## config.mk

```make
export PLATFORM = sky130hd
export DESIGN_NAME = ubp_top
export DESIGN_NICKNAME = d
export VERILOG_FILES = /design/src/ubp_pkg.sv /design/src/ubp_top.sv
export VERILOG_INCLUDE_DIRS = /design/src /design/src/src
export SDC_FILE = /design/constraint.sdc
export NUM_CORES = 1
export LEC_CHECK = 0
export BUFFER_PORTS_ARGS = -buffer_cell sky130_fd_sc_hd__buf_2
export CAP_MARGIN = 10
export CORE_ASPECT_RATIO = 0.7
export CORE_MARGIN = 5
export CORE_UTILIZATION = 35
export DETAILED_ROUTE_END_ITERATION = 12
export PLACE_DENSITY = 0.61
export SYNTH_ARGS = -nofsm -noshare
export SYNTH_HDL_FRONTEND = slang
export SYNTH_SLANG_ARGS = --single-unit
```

## constraint.sdc

```tcl
create_clock -name MCLK -period 3.8 [get_ports MCLK]
set_clock_uncertainty 0.2 [all_clocks]
set_input_delay 0.57 -clock MCLK [delete_from_list [all_inputs] [get_ports MCLK]]
set_output_delay 0.57 -clock MCLK [all_outputs]
set_load 0.005 [all_outputs]
```

## src/ubp_defines.svh

```systemverilog
// Constants for the baud generator and power-mode block.
// Assumes a 32-bit AXI4-Lite register window with word-aligned registers.
`ifndef UBP_DEFINES_SVH
`define UBP_DEFINES_SVH

// ----------------------------------------------------------------------------
// Register offsets
// ----------------------------------------------------------------------------
`define UBP_OFS_DIVISOR 8'h00
`define UBP_OFS_MODE 8'h04
`define UBP_OFS_STATUS 8'h08
`define UBP_OFS_IRQ_STAT 8'h0C
`define UBP_OFS_IRQ_MASK 8'h10
`define UBP_OFS_POWER 8'h14

// ----------------------------------------------------------------------------
// Field positions
// ----------------------------------------------------------------------------
`define UBP_MODE_ENABLE 15
`define UBP_MODE_STOP_IDLE 13
`define UBP_MODE_WAKE 7
`define UBP_MODE_CAPTURE 5
`define UBP_STAT_RXSEL_LO 6
`define UBP_STAT_RX_IDLE 4
`define UBP_STAT_TX_BUSY 8
`define UBP_IRQ_RX 0
`define UBP_IRQ_TX_ABORT 1
`define UBP_IRQ_RX_ABORT 2

// ----------------------------------------------------------------------------
// Reset values and oversampling factor
// ----------------------------------------------------------------------------
`define UBP_RST_DIVISOR 16'h0000
`define UBP_RST_MODE 16'h0000
`define UBP_RST_RXSEL 2'h0
`define UBP_RST_MASK 3'h0
`define UBP_OVERSAMPLE 16

`endif

```

## src/ubp_pkg.sv

```systemverilog
// Types shared by the baud generator and power-mode block.
// Assumes nothing beyond a SystemVerilog compiler.
`default_nettype none

package ubp_pkg;
    // Power states, one-hot
    typedef enum logic [2:0] {
        UBP_RUN = 3'b001,
        UBP_HALT = 3'b010,
        UBP_SLEEP = 3'b100
    } ubp_power_t;

    // Mode register fields that steer the logic
    typedef struct packed {
        logic port_enable;
        logic stop_in_idle;
        logic wake_enable;
        logic capture_link;
    } ubp_mode_t;

    // Events that raise sticky interrupt bits
    typedef struct packed {
        logic rx_abort;
        logic tx_abort;
        logic rx_edge;
    } ubp_event_t;
endpackage : ubp_pkg

`default_nettype wire

```

## src/ubp_top.sv

```systemverilog
// Baud generator, power-mode handling and register slave for a serial port.
// Assumes framing logic outside reports busy flags and its transmit line level.
//
// How it works
// - A 16-bit divisor register is readable and writable over the bus, any value 0 to 65535.
// - The bit rate is the clock rate over sixteen times the divisor plus one.
// - An option routes the receive pin to a capture output for start-bit timing by software.
// - In Sleep every module clock enable and the tick are stopped and held low.
// - Sleep entry during transmission aborts it and forces the transmit pin high.
// - Sleep entry during reception aborts it.
// - Sleep leaves the divisor and the mode, select and mask registers untouched; entry during a transfer sets its abort status bit.
// - With wake set, a receive falling edge in Sleep raises the receive interrupt whatever the select bits say.
// - That event wakes the device only when the receive interrupt is enabled.
// - No wake interrupt is made while the port is disabled.
// - In Idle the module runs when stop-in-idle is 0 and halts when it is 1.
`include "ubp_defines.svh"
`default_nettype none

module ubp_top (
    // Clock and reset
    input wire logic MCLK,
    input wire logic RST_N,
    // AXI4-Lite write channels
    input wire logic [7:0] S_AXI_AWADDR,
    input wire logic S_AXI_AWVALID,
    output logic S_AXI_AWREADY,
    input wire logic [31:0] S_AXI_WDATA,
    input wire logic [3:0] S_AXI_WSTRB,
    input wire logic S_AXI_WVALID,
    output logic S_AXI_WREADY,
    output logic [1:0] S_AXI_BRESP,
    output logic S_AXI_BVALID,
    input wire logic S_AXI_BREADY,
    // AXI4-Lite read channels
    input wire logic [7:0] S_AXI_ARADDR,
    input wire logic S_AXI_ARVALID,
    output logic S_AXI_ARREADY,
    output logic [31:0] S_AXI_RDATA,
    output logic [1:0] S_AXI_RRESP,
    output logic S_AXI_RVALID,
    input wire logic S_AXI_RREADY,
    // Device power state
    input wire logic SLEEP,
    input wire logic IDLE,
    // Framing logic hooks
    input wire logic TX_BUSY,
    input wire logic RX_BUSY,
    input wire logic TX_LINE,
    output logic TICK16,
    output logic MOD_CLK_EN,
    output logic TX_ABORT,
    output logic RX_ABORT,
    // Pins and capture link
    input wire logic SERIAL_RX_PIN,
    output logic SERIAL_TX_PIN,
    output logic CAPTURE_IN,
    // Interrupt and wake
    output logic IRQ,
    output logic WAKE_REQ
);
    import ubp_pkg::*;

    localparam logic [1:0] RESP_OKAY = 2'h0;
    localparam logic [1:0] RESP_SLVERR = 2'h2;

    // ------------------------------------------------------------------------
    // Registers
    // ------------------------------------------------------------------------
    logic [15:0] baud_divisor;
    ubp_mode_t mode;
    logic [1:0] rx_irq_select;
    ubp_event_t irq_status;
    ubp_event_t irq_mask;
    ubp_power_t pstate;
    ubp_power_t next_pstate;
    logic [15:0] div_cnt;
    logic rx_prev;
    logic aw_got;
    logic w_got;
    logic [7:0] aw_addr;
    logic [31:0] w_data;
    logic [3:0] w_strb;
    logic do_write;
    logic addr_ok_w;
    logic [31:0] rd_mux;
    logic addr_ok_r;
    logic running;
    logic sleep_entry;
    ubp_event_t events;
    ubp_event_t w1c;

    assign do_write = aw_got && w_got && !S_AXI_BVALID;
    assign addr_ok_w = aw_addr == `UBP_OFS_DIVISOR || aw_addr == `UBP_OFS_MODE ||
                       aw_addr == `UBP_OFS_STATUS || aw_addr == `UBP_OFS_IRQ_STAT ||
                       aw_addr == `UBP_OFS_IRQ_MASK || aw_addr == `UBP_OFS_POWER;

    // ------------------------------------------------------------------------
    // Write channel
    // ------------------------------------------------------------------------
    // Address and data are taken in either order; response follows both.
    always_ff @(posedge MCLK or negedge RST_N) begin
        if (!RST_N) begin
            S_AXI_AWREADY <= 1'b1;
            S_AXI_WREADY <= 1'b1;
            S_AXI_BVALID <= 1'b0;
            S_AXI_BRESP <= RESP_OKAY;
            aw_got <= 1'b0;
            w_got <= 1'b0;
            aw_addr <= 8'h00;
            w_data <= 32'h0000_0000;
            w_strb <= 4'h0;
        end else begin
            if (S_AXI_AWREADY && S_AXI_AWVALID) begin
                aw_got <= 1'b1;
                aw_addr <= {S_AXI_AWADDR[7:2], 2'b00};
                S_AXI_AWREADY <= 1'b0;
            end
            if (S_AXI_WREADY && S_AXI_WVALID) begin
                w_got <= 1'b1;
                w_data <= S_AXI_WDATA;
                w_strb <= S_AXI_WSTRB;
                S_AXI_WREADY <= 1'b0;
            end
            if (do_write) begin
                S_AXI_BVALID <= 1'b1;
                S_AXI_BRESP <= addr_ok_w ? RESP_OKAY : RESP_SLVERR;
            end
            if (S_AXI_BVALID && S_AXI_BREADY) begin
                S_AXI_BVALID <= 1'b0;
                aw_got <= 1'b0;
                w_got <= 1'b0;
                S_AXI_AWREADY <= 1'b1;
                S_AXI_WREADY <= 1'b1;
            end
        end
    end

    // ------------------------------------------------------------------------
    // Software registers
    // ------------------------------------------------------------------------
    // None of these is touched by the power state, so Sleep keeps them all.
    always_ff @(posedge MCLK or negedge RST_N) begin
        if (!RST_N) begin
            baud_divisor <= `UBP_RST_DIVISOR;
            mode <= '0;
            rx_irq_select <= `UBP_RST_RXSEL;
            irq_mask <= `UBP_RST_MASK;
        end else if (do_write) begin
            case (aw_addr)
                `UBP_OFS_DIVISOR: begin
                    if (w_strb[0]) baud_divisor[7:0] <= w_data[7:0];
                    if (w_strb[1]) baud_divisor[15:8] <= w_data[15:8];
                end
                `UBP_OFS_MODE: begin
                    if (w_strb[1]) mode.port_enable <= w_data[`UBP_MODE_ENABLE];
                    if (w_strb[1]) mode.stop_in_idle <= w_data[`UBP_MODE_STOP_IDLE];
                    if (w_strb[0]) mode.wake_enable <= w_data[`UBP_MODE_WAKE];
                    if (w_strb[0]) mode.capture_link <= w_data[`UBP_MODE_CAPTURE];
                end
                `UBP_OFS_STATUS: begin
                    if (w_strb[0]) rx_irq_select <= w_data[`UBP_STAT_RXSEL_LO +: 2];
                end
                `UBP_OFS_IRQ_MASK: begin
                    if (w_strb[0]) irq_mask <= w_data[2:0];
                end
                default: begin
                end
            endcase
        end
    end

    // ------------------------------------------------------------------------
    // Read channel
    // ------------------------------------------------------------------------
    always_comb begin
        rd_mux = 32'h0000_0000;
        addr_ok_r = 1'b1;
        case ({S_AXI_ARADDR[7:2], 2'b00})
            `UBP_OFS_DIVISOR: rd_mux[15:0] = baud_divisor;
            `UBP_OFS_MODE: begin
                rd_mux[`UBP_MODE_ENABLE] = mode.port_enable;
                rd_mux[`UBP_MODE_STOP_IDLE] = mode.stop_in_idle;
                rd_mux[`UBP_MODE_WAKE] = mode.wake_enable;
                rd_mux[`UBP_MODE_CAPTURE] = mode.capture_link;
            end
            `UBP_OFS_STATUS: begin
                rd_mux[`UBP_STAT_RXSEL_LO +: 2] = rx_irq_select;
                rd_mux[`UBP_STAT_RX_IDLE] = !RX_BUSY;
                rd_mux[`UBP_STAT_TX_BUSY] = TX_BUSY;
            end
            `UBP_OFS_IRQ_STAT: rd_mux[2:0] = irq_status;
            `UBP_OFS_IRQ_MASK: rd_mux[2:0] = irq_mask;
            `UBP_OFS_POWER: rd_mux[2:0] = pstate;
            default: addr_ok_r = 1'b0;
        endcase
    end

    always_ff @(posedge MCLK or negedge RST_N) begin
        if (!RST_N) begin
            S_AXI_ARREADY <= 1'b1;
            S_AXI_RVALID <= 1'b0;
            S_AXI_RDATA <= 32'h0000_0000;
            S_AXI_RRESP <= RESP_OKAY;
        end else if (S_AXI_ARREADY && S_AXI_ARVALID) begin
            S_AXI_ARREADY <= 1'b0;
            S_AXI_RVALID <= 1'b1;
            S_AXI_RDATA <= rd_mux;
            S_AXI_RRESP <= addr_ok_r ? RESP_OKAY : RESP_SLVERR;
        end else if (S_AXI_RVALID && S_AXI_RREADY) begin
            S_AXI_RVALID <= 1'b0;
            S_AXI_ARREADY <= 1'b1;
        end
    end

    // ------------------------------------------------------------------------
    // Power state
    // ------------------------------------------------------------------------
    always_comb begin
        case (1'b1)
            SLEEP: next_pstate = UBP_SLEEP;
            IDLE && mode.stop_in_idle: next_pstate = UBP_HALT;
            default: next_pstate = UBP_RUN;
        endcase
    end

    always_ff @(posedge MCLK or negedge RST_N) begin
        if (!RST_N) begin
            pstate <= UBP_RUN;
        end else begin
            pstate <= next_pstate;
        end
    end

    assign running = mode.port_enable && next_pstate == UBP_RUN;
    assign sleep_entry = SLEEP && pstate != UBP_SLEEP;

    // ------------------------------------------------------------------------
    // Baud generator
    // ------------------------------------------------------------------------
    // The counter freezes rather than resets when stopped, so a short Idle
    // halt resumes mid-period instead of stretching the bit.
    always_ff @(posedge MCLK or negedge RST_N) begin
        if (!RST_N) begin
            div_cnt <= 16'h0000;
            TICK16 <= 1'b0;
            MOD_CLK_EN <= 1'b0;
        end else begin
            MOD_CLK_EN <= running;
            TICK16 <= 1'b0;
            if (running) begin
                if (div_cnt == 16'h0000) begin
                    div_cnt <= baud_divisor;
                    TICK16 <= 1'b1;
                end else begin
                    div_cnt <= div_cnt - 16'h0001;
                end
            end
        end
    end

    // ------------------------------------------------------------------------
    // Pins, aborts and capture link
    // ------------------------------------------------------------------------
    always_ff @(posedge MCLK or negedge RST_N) begin
        if (!RST_N) begin
            SERIAL_TX_PIN <= 1'b1;
            CAPTURE_IN <= 1'b1;
            TX_ABORT <= 1'b0;
            RX_ABORT <= 1'b0;
            rx_prev <= 1'b1;
        end else begin
            SERIAL_TX_PIN <= (SLEEP || !mode.port_enable) ? 1'b1 : TX_LINE;
            CAPTURE_IN <= mode.capture_link ? SERIAL_RX_PIN : 1'b1;
            TX_ABORT <= sleep_entry && TX_BUSY;
            RX_ABORT <= sleep_entry && RX_BUSY;
            rx_prev <= SERIAL_RX_PIN;
        end
    end

    // ------------------------------------------------------------------------
    // Interrupts
    // ------------------------------------------------------------------------
    // Wake edge ignores the receive select bits and needs the port enabled.
    assign events.rx_edge = pstate == UBP_SLEEP && mode.wake_enable && mode.port_enable &&
                            rx_prev && !SERIAL_RX_PIN;
    assign events.tx_abort = sleep_entry && TX_BUSY;
    assign events.rx_abort = sleep_entry && RX_BUSY;
    assign w1c = (do_write && aw_addr == `UBP_OFS_IRQ_STAT && w_strb[0]) ? w_data[2:0] : '0;

    always_ff @(posedge MCLK or negedge RST_N) begin
        if (!RST_N) begin
            irq_status <= '0;
            IRQ <= 1'b0;
            WAKE_REQ <= 1'b0;
        end else begin
            irq_status <= (irq_status & ~w1c) | events;
            IRQ <= |(irq_status & irq_mask);
            WAKE_REQ <= pstate == UBP_SLEEP && mode.port_enable &&
                        irq_status.rx_edge && irq_mask.rx_edge;
        end
    end

    // ------------------------------------------------------------------------
    // Checks
    // ------------------------------------------------------------------------
    a_tick_period: assert property (@(posedge MCLK) disable iff (!RST_N)
        TICK16 && $stable(baud_divisor) |-> div_cnt == baud_divisor)
        else $error("divisor counter did not reload after tick");
    a_divzero_rate: assert property (@(posedge MCLK) disable iff (!RST_N)
        baud_divisor == 16'h0000 && div_cnt == 16'h0000 && running ##1 running |=> TICK16)
        else $error("zero divisor did not tick every cycle");
    a_sleep_clocks: assert property (@(posedge MCLK) disable iff (!RST_N)
        pstate == UBP_SLEEP |-> !TICK16 && !MOD_CLK_EN)
        else $error("clock active during sleep");
    a_tx_idle_high: assert property (@(posedge MCLK) disable iff (!RST_N)
        $past(SLEEP) |-> SERIAL_TX_PIN)
        else $error("transmit pin not high in sleep");
    a_rx_abort: assert property (@(posedge MCLK) disable iff (!RST_N)
        SLEEP && pstate == UBP_RUN && RX_BUSY |=> RX_ABORT)
        else $error("reception not aborted on sleep entry");
    a_divisor_kept: assert property (@(posedge MCLK) disable iff (!RST_N)
        !do_write ##1 pstate == UBP_SLEEP |-> $stable(baud_divisor) && $stable(mode))
        else $error("register changed by sleep");
    a_wake_irq: assert property (@(posedge MCLK) disable iff (!RST_N)
        events.rx_edge |=> irq_status.rx_edge ##1 (IRQ || !irq_mask.rx_edge))
        else $error("wake edge did not raise receive interrupt");
    a_wake_gate: assert property (@(posedge MCLK) disable iff (!RST_N)
        WAKE_REQ |-> $past(irq_mask.rx_edge) && $past(mode.port_enable))
        else $error("wake without enabled receive interrupt");
    a_idle_halt: assert property (@(posedge MCLK) disable iff (!RST_N)
        IDLE && !SLEEP && mode.stop_in_idle |=> !TICK16 && !MOD_CLK_EN)
        else $error("module ran in idle with stop set");
    a_capture_route: assert property (@(posedge MCLK) disable iff (!RST_N)
        mode.capture_link |=> CAPTURE_IN == $past(SERIAL_RX_PIN))
        else $error("capture link does not follow receive pin");
endmodule : ubp_top

`default_nettype wire

```

==> flow_summary.yaml <==
grt:
  grtUsageTotal_pct: 13.90
  use_met3_pct: 5.196
  use_met1_pct: 21.00
  grt_max_degree: 47
  first_global_vias: 3306
  busiest_layer: "met1"
  grt-ovfl-total: 0
  antenna_found_initial: 0
  use_met2_pct: 18.90
  grt_pass1_wl_mm: 17.57
placed_design:
  place_congestion: 0.8080
  numPortBuffers: 73
  dp_hpwl_mm: 8.270
  dpl_cell_area_um2: 5197
critical_path:
  required_ps: 3790
  crit_type: "flop to flop"
  start_kind: "flop"
  crit_fanout: 21
  crit_chain: "inv_1 -> ha_1 -> nor4b_1 -> nand4_1 -> o211ai_1 -> o21ai_0"
  max_stage_delay_ps: 760
  path_buf_inv: 1
  cpLargestDelayFamily: "simple AND/OR/NAND/NOR gates"
  arrival_ps: 2700
  cp_slowest_cell: "nand4_1"
  cp-end-kind: "flop"
synth:
  async_flop_share_pct: 100.0
  synth_area_per_cell_um2: 11.27
  synth_fa_ha_area_share_pct: 0.5299
  synth_compound_area_share_pct: 11.05
  synth_top_family_by_area: "multiplexers"
  synth_flop_cell: "dfrtp_1"
  synth.area.top_cells: "dfrtp_1, mux2_2, dfstp_2"
  yosysTopAreaCell: "dfrtp_1"
  synthMuxAreaShare_pct: 14.02
  synth_area_um2: 4722
  ys_warn_count: 0
  synth.distinct_cells: 49
  synthXorXnorAreaFrac_pct: 0.1855
  synth_edf_count: 0
  synth_simple_gate_area_share_pct: 12.67
  synth_top_area_share_pct: 51.93
  syn_inst: 419
  ys_seq_area_share_pct: 55.83
  yosys_register_bits: 105
power:
  irDropWorstVdd_uv: 333.4
  power.density_nw_per_um2: 594.7
  p_leak_nw: 2.628
  power_mw: 3.293
clock_tree:
  cts_tree: "built"
  cts_resized: 0
  clockBufferDepth: 2
  cts_hold_buffers: 0
  htree_levels: 3
  path_clk_slew_ps: 60
  post_cts_buffers: 0
  numClockSinks: 105
  clk_latency_ps: 340
  root_buffer: "clkbuf_16"
  cts_buffers: 9
die:
  coreArea_um2: 13180
  die_y_um: 107.2
  die_area_um2: 15950
  die_w_um: 148.8
  io_pins: 114
  start_util_pct: 35.82
  row_count: 35
timing:
  max_freq_mhz: 367.8
  drv_slew: 0
  min_period_ps: 2719
  holdWs_ps: 29.73
  setup_viol: 0
  final.setup.tns_ps: 0
  worst_slew_pin_slew_ps: 879.4
  hold_violations: 0
  rsz0062_at_grt: "false"
  finalCritPeriodShare_pct: 71.56
  maxSlewHeadroom_pct: 41.23
cells_and_area:
  multiInputGateArea_um2: 1883
  seqCellArea_um2: 2636
  stdcell_area_um2: 5538
  fill_cells: 1258
  final_common_cell: "dfrtp_1"
  mostFrequentLayoutCells: "dfrtp_1, buf_2, mux2_2, nand2_1, a21oi_1"
  nets: 556
  areaGrowthSynthToFinish_pct: 17.28
  drive_gt1_share_pct: 30.77
  num_antenna_cells: 0
detailed_routing:
  vias_per_cell: 4.965
  drc: 0
  via_count: 3371
  routedWlPerCell_um: 16.06
  drtIter0Drc: 202
  dr.pass1.iters: 5
  final_antenna_net_count: 0
  drt-total-wl_mm: 10.91
flow_run:
  drv_cap: 0
worst_hold_path:
  hp-class: "input pin to asynchronous set/reset pin"
outcome:
  status: "finished clean"
worst paths after layout:
check,from,end,slack [ps],cells past startpoint
min reg2reg,S_AXI_RDATA[14],S_AXI_RDATA[14],260,2
min in group MCLK,SERIAL_RX_PIN,rx_prev,150,1
max reg2reg,div_cnt[0],div_cnt[1],1080,6
max,div_cnt[0],div_cnt[1],1080,6
min,RST_N,w_data[11],30,1
max in group asynchronous,RST_N,pstate[0],2490,2
per-layer routing:
| metal | up-vias | routed length, um | share of wire, % |
|---|---|---|---|
| li1 | 1599 | - | - |
| met1 | 1643 | 5529 | 51 |
| met2 | 122 | 4355 | 40 |
| met3 | 7 | 941 | 8.6 |
| met4 | 0 | 78 | 0.72 |
| met5 | - | 0 | 0 |
sequential cells by signal, indices dropped and copies added, names as in the netlist, 2 cells and up:
| signal | count |
|---|---|
| S_AXI_RDATA | 16 |
| baud_divisor | 16 |
| div_cnt | 16 |
| w_data | 16 |
| aw_addr | 6 |
| mode | 4 |
| irq_mask | 3 |
| irq_status | 3 |
| pstate | 3 |
| rx_irq_select | 2 |
| w_strb | 2 |
cell families after synthesis:
group,count (synthesis)
AOI/OAI and AO/OA,88
other,1
adders and majority gates,2
buffers and inverters,50
DFF,105
and+or+nand+nor,112
xor gates and xnor gates,1
muxes,60
per-stage QoR:
stage               setup slack (ps)  util (%)  cells
floorplan                       1874         -    436
global placement                1256     39.43    663
detailed placement              1126     39.43    663
CTS                             1121     42.01    679
global route                   821.0     42.01    679
finish                          1081     42.01    679
area by class of cell:
type                    instances  area share (%)
inverters                      17           1.152
multi-input cells             281           34.00
repair buffers                 75           6.914
flip-flops and latches        105           47.61
clock buffers                  13           4.519
well taps                     185           4.180
clock inverters                 3           1.627
power breakdown:
part | switching [mW] | internal (mW)
Clock | 0.384 | 0.663
Sequential | 0.263 | 1.41
Combinational | 0.260 | 0.308
Total | 0.907 | 2.39
cells in the mapped netlist, drive strengths merged, types with 7 or more instances:
master,number
a21oi,33
buf,25
clkbuf,8
dfrtp,98
dfstp,7
inv,17
mux2,49
mux2i,11
nand2,45
nand3,12
nor2,19
nor3,7
nor4,8
o21ai,29
No activity file was read; power rests on OpenSTA's default activity.
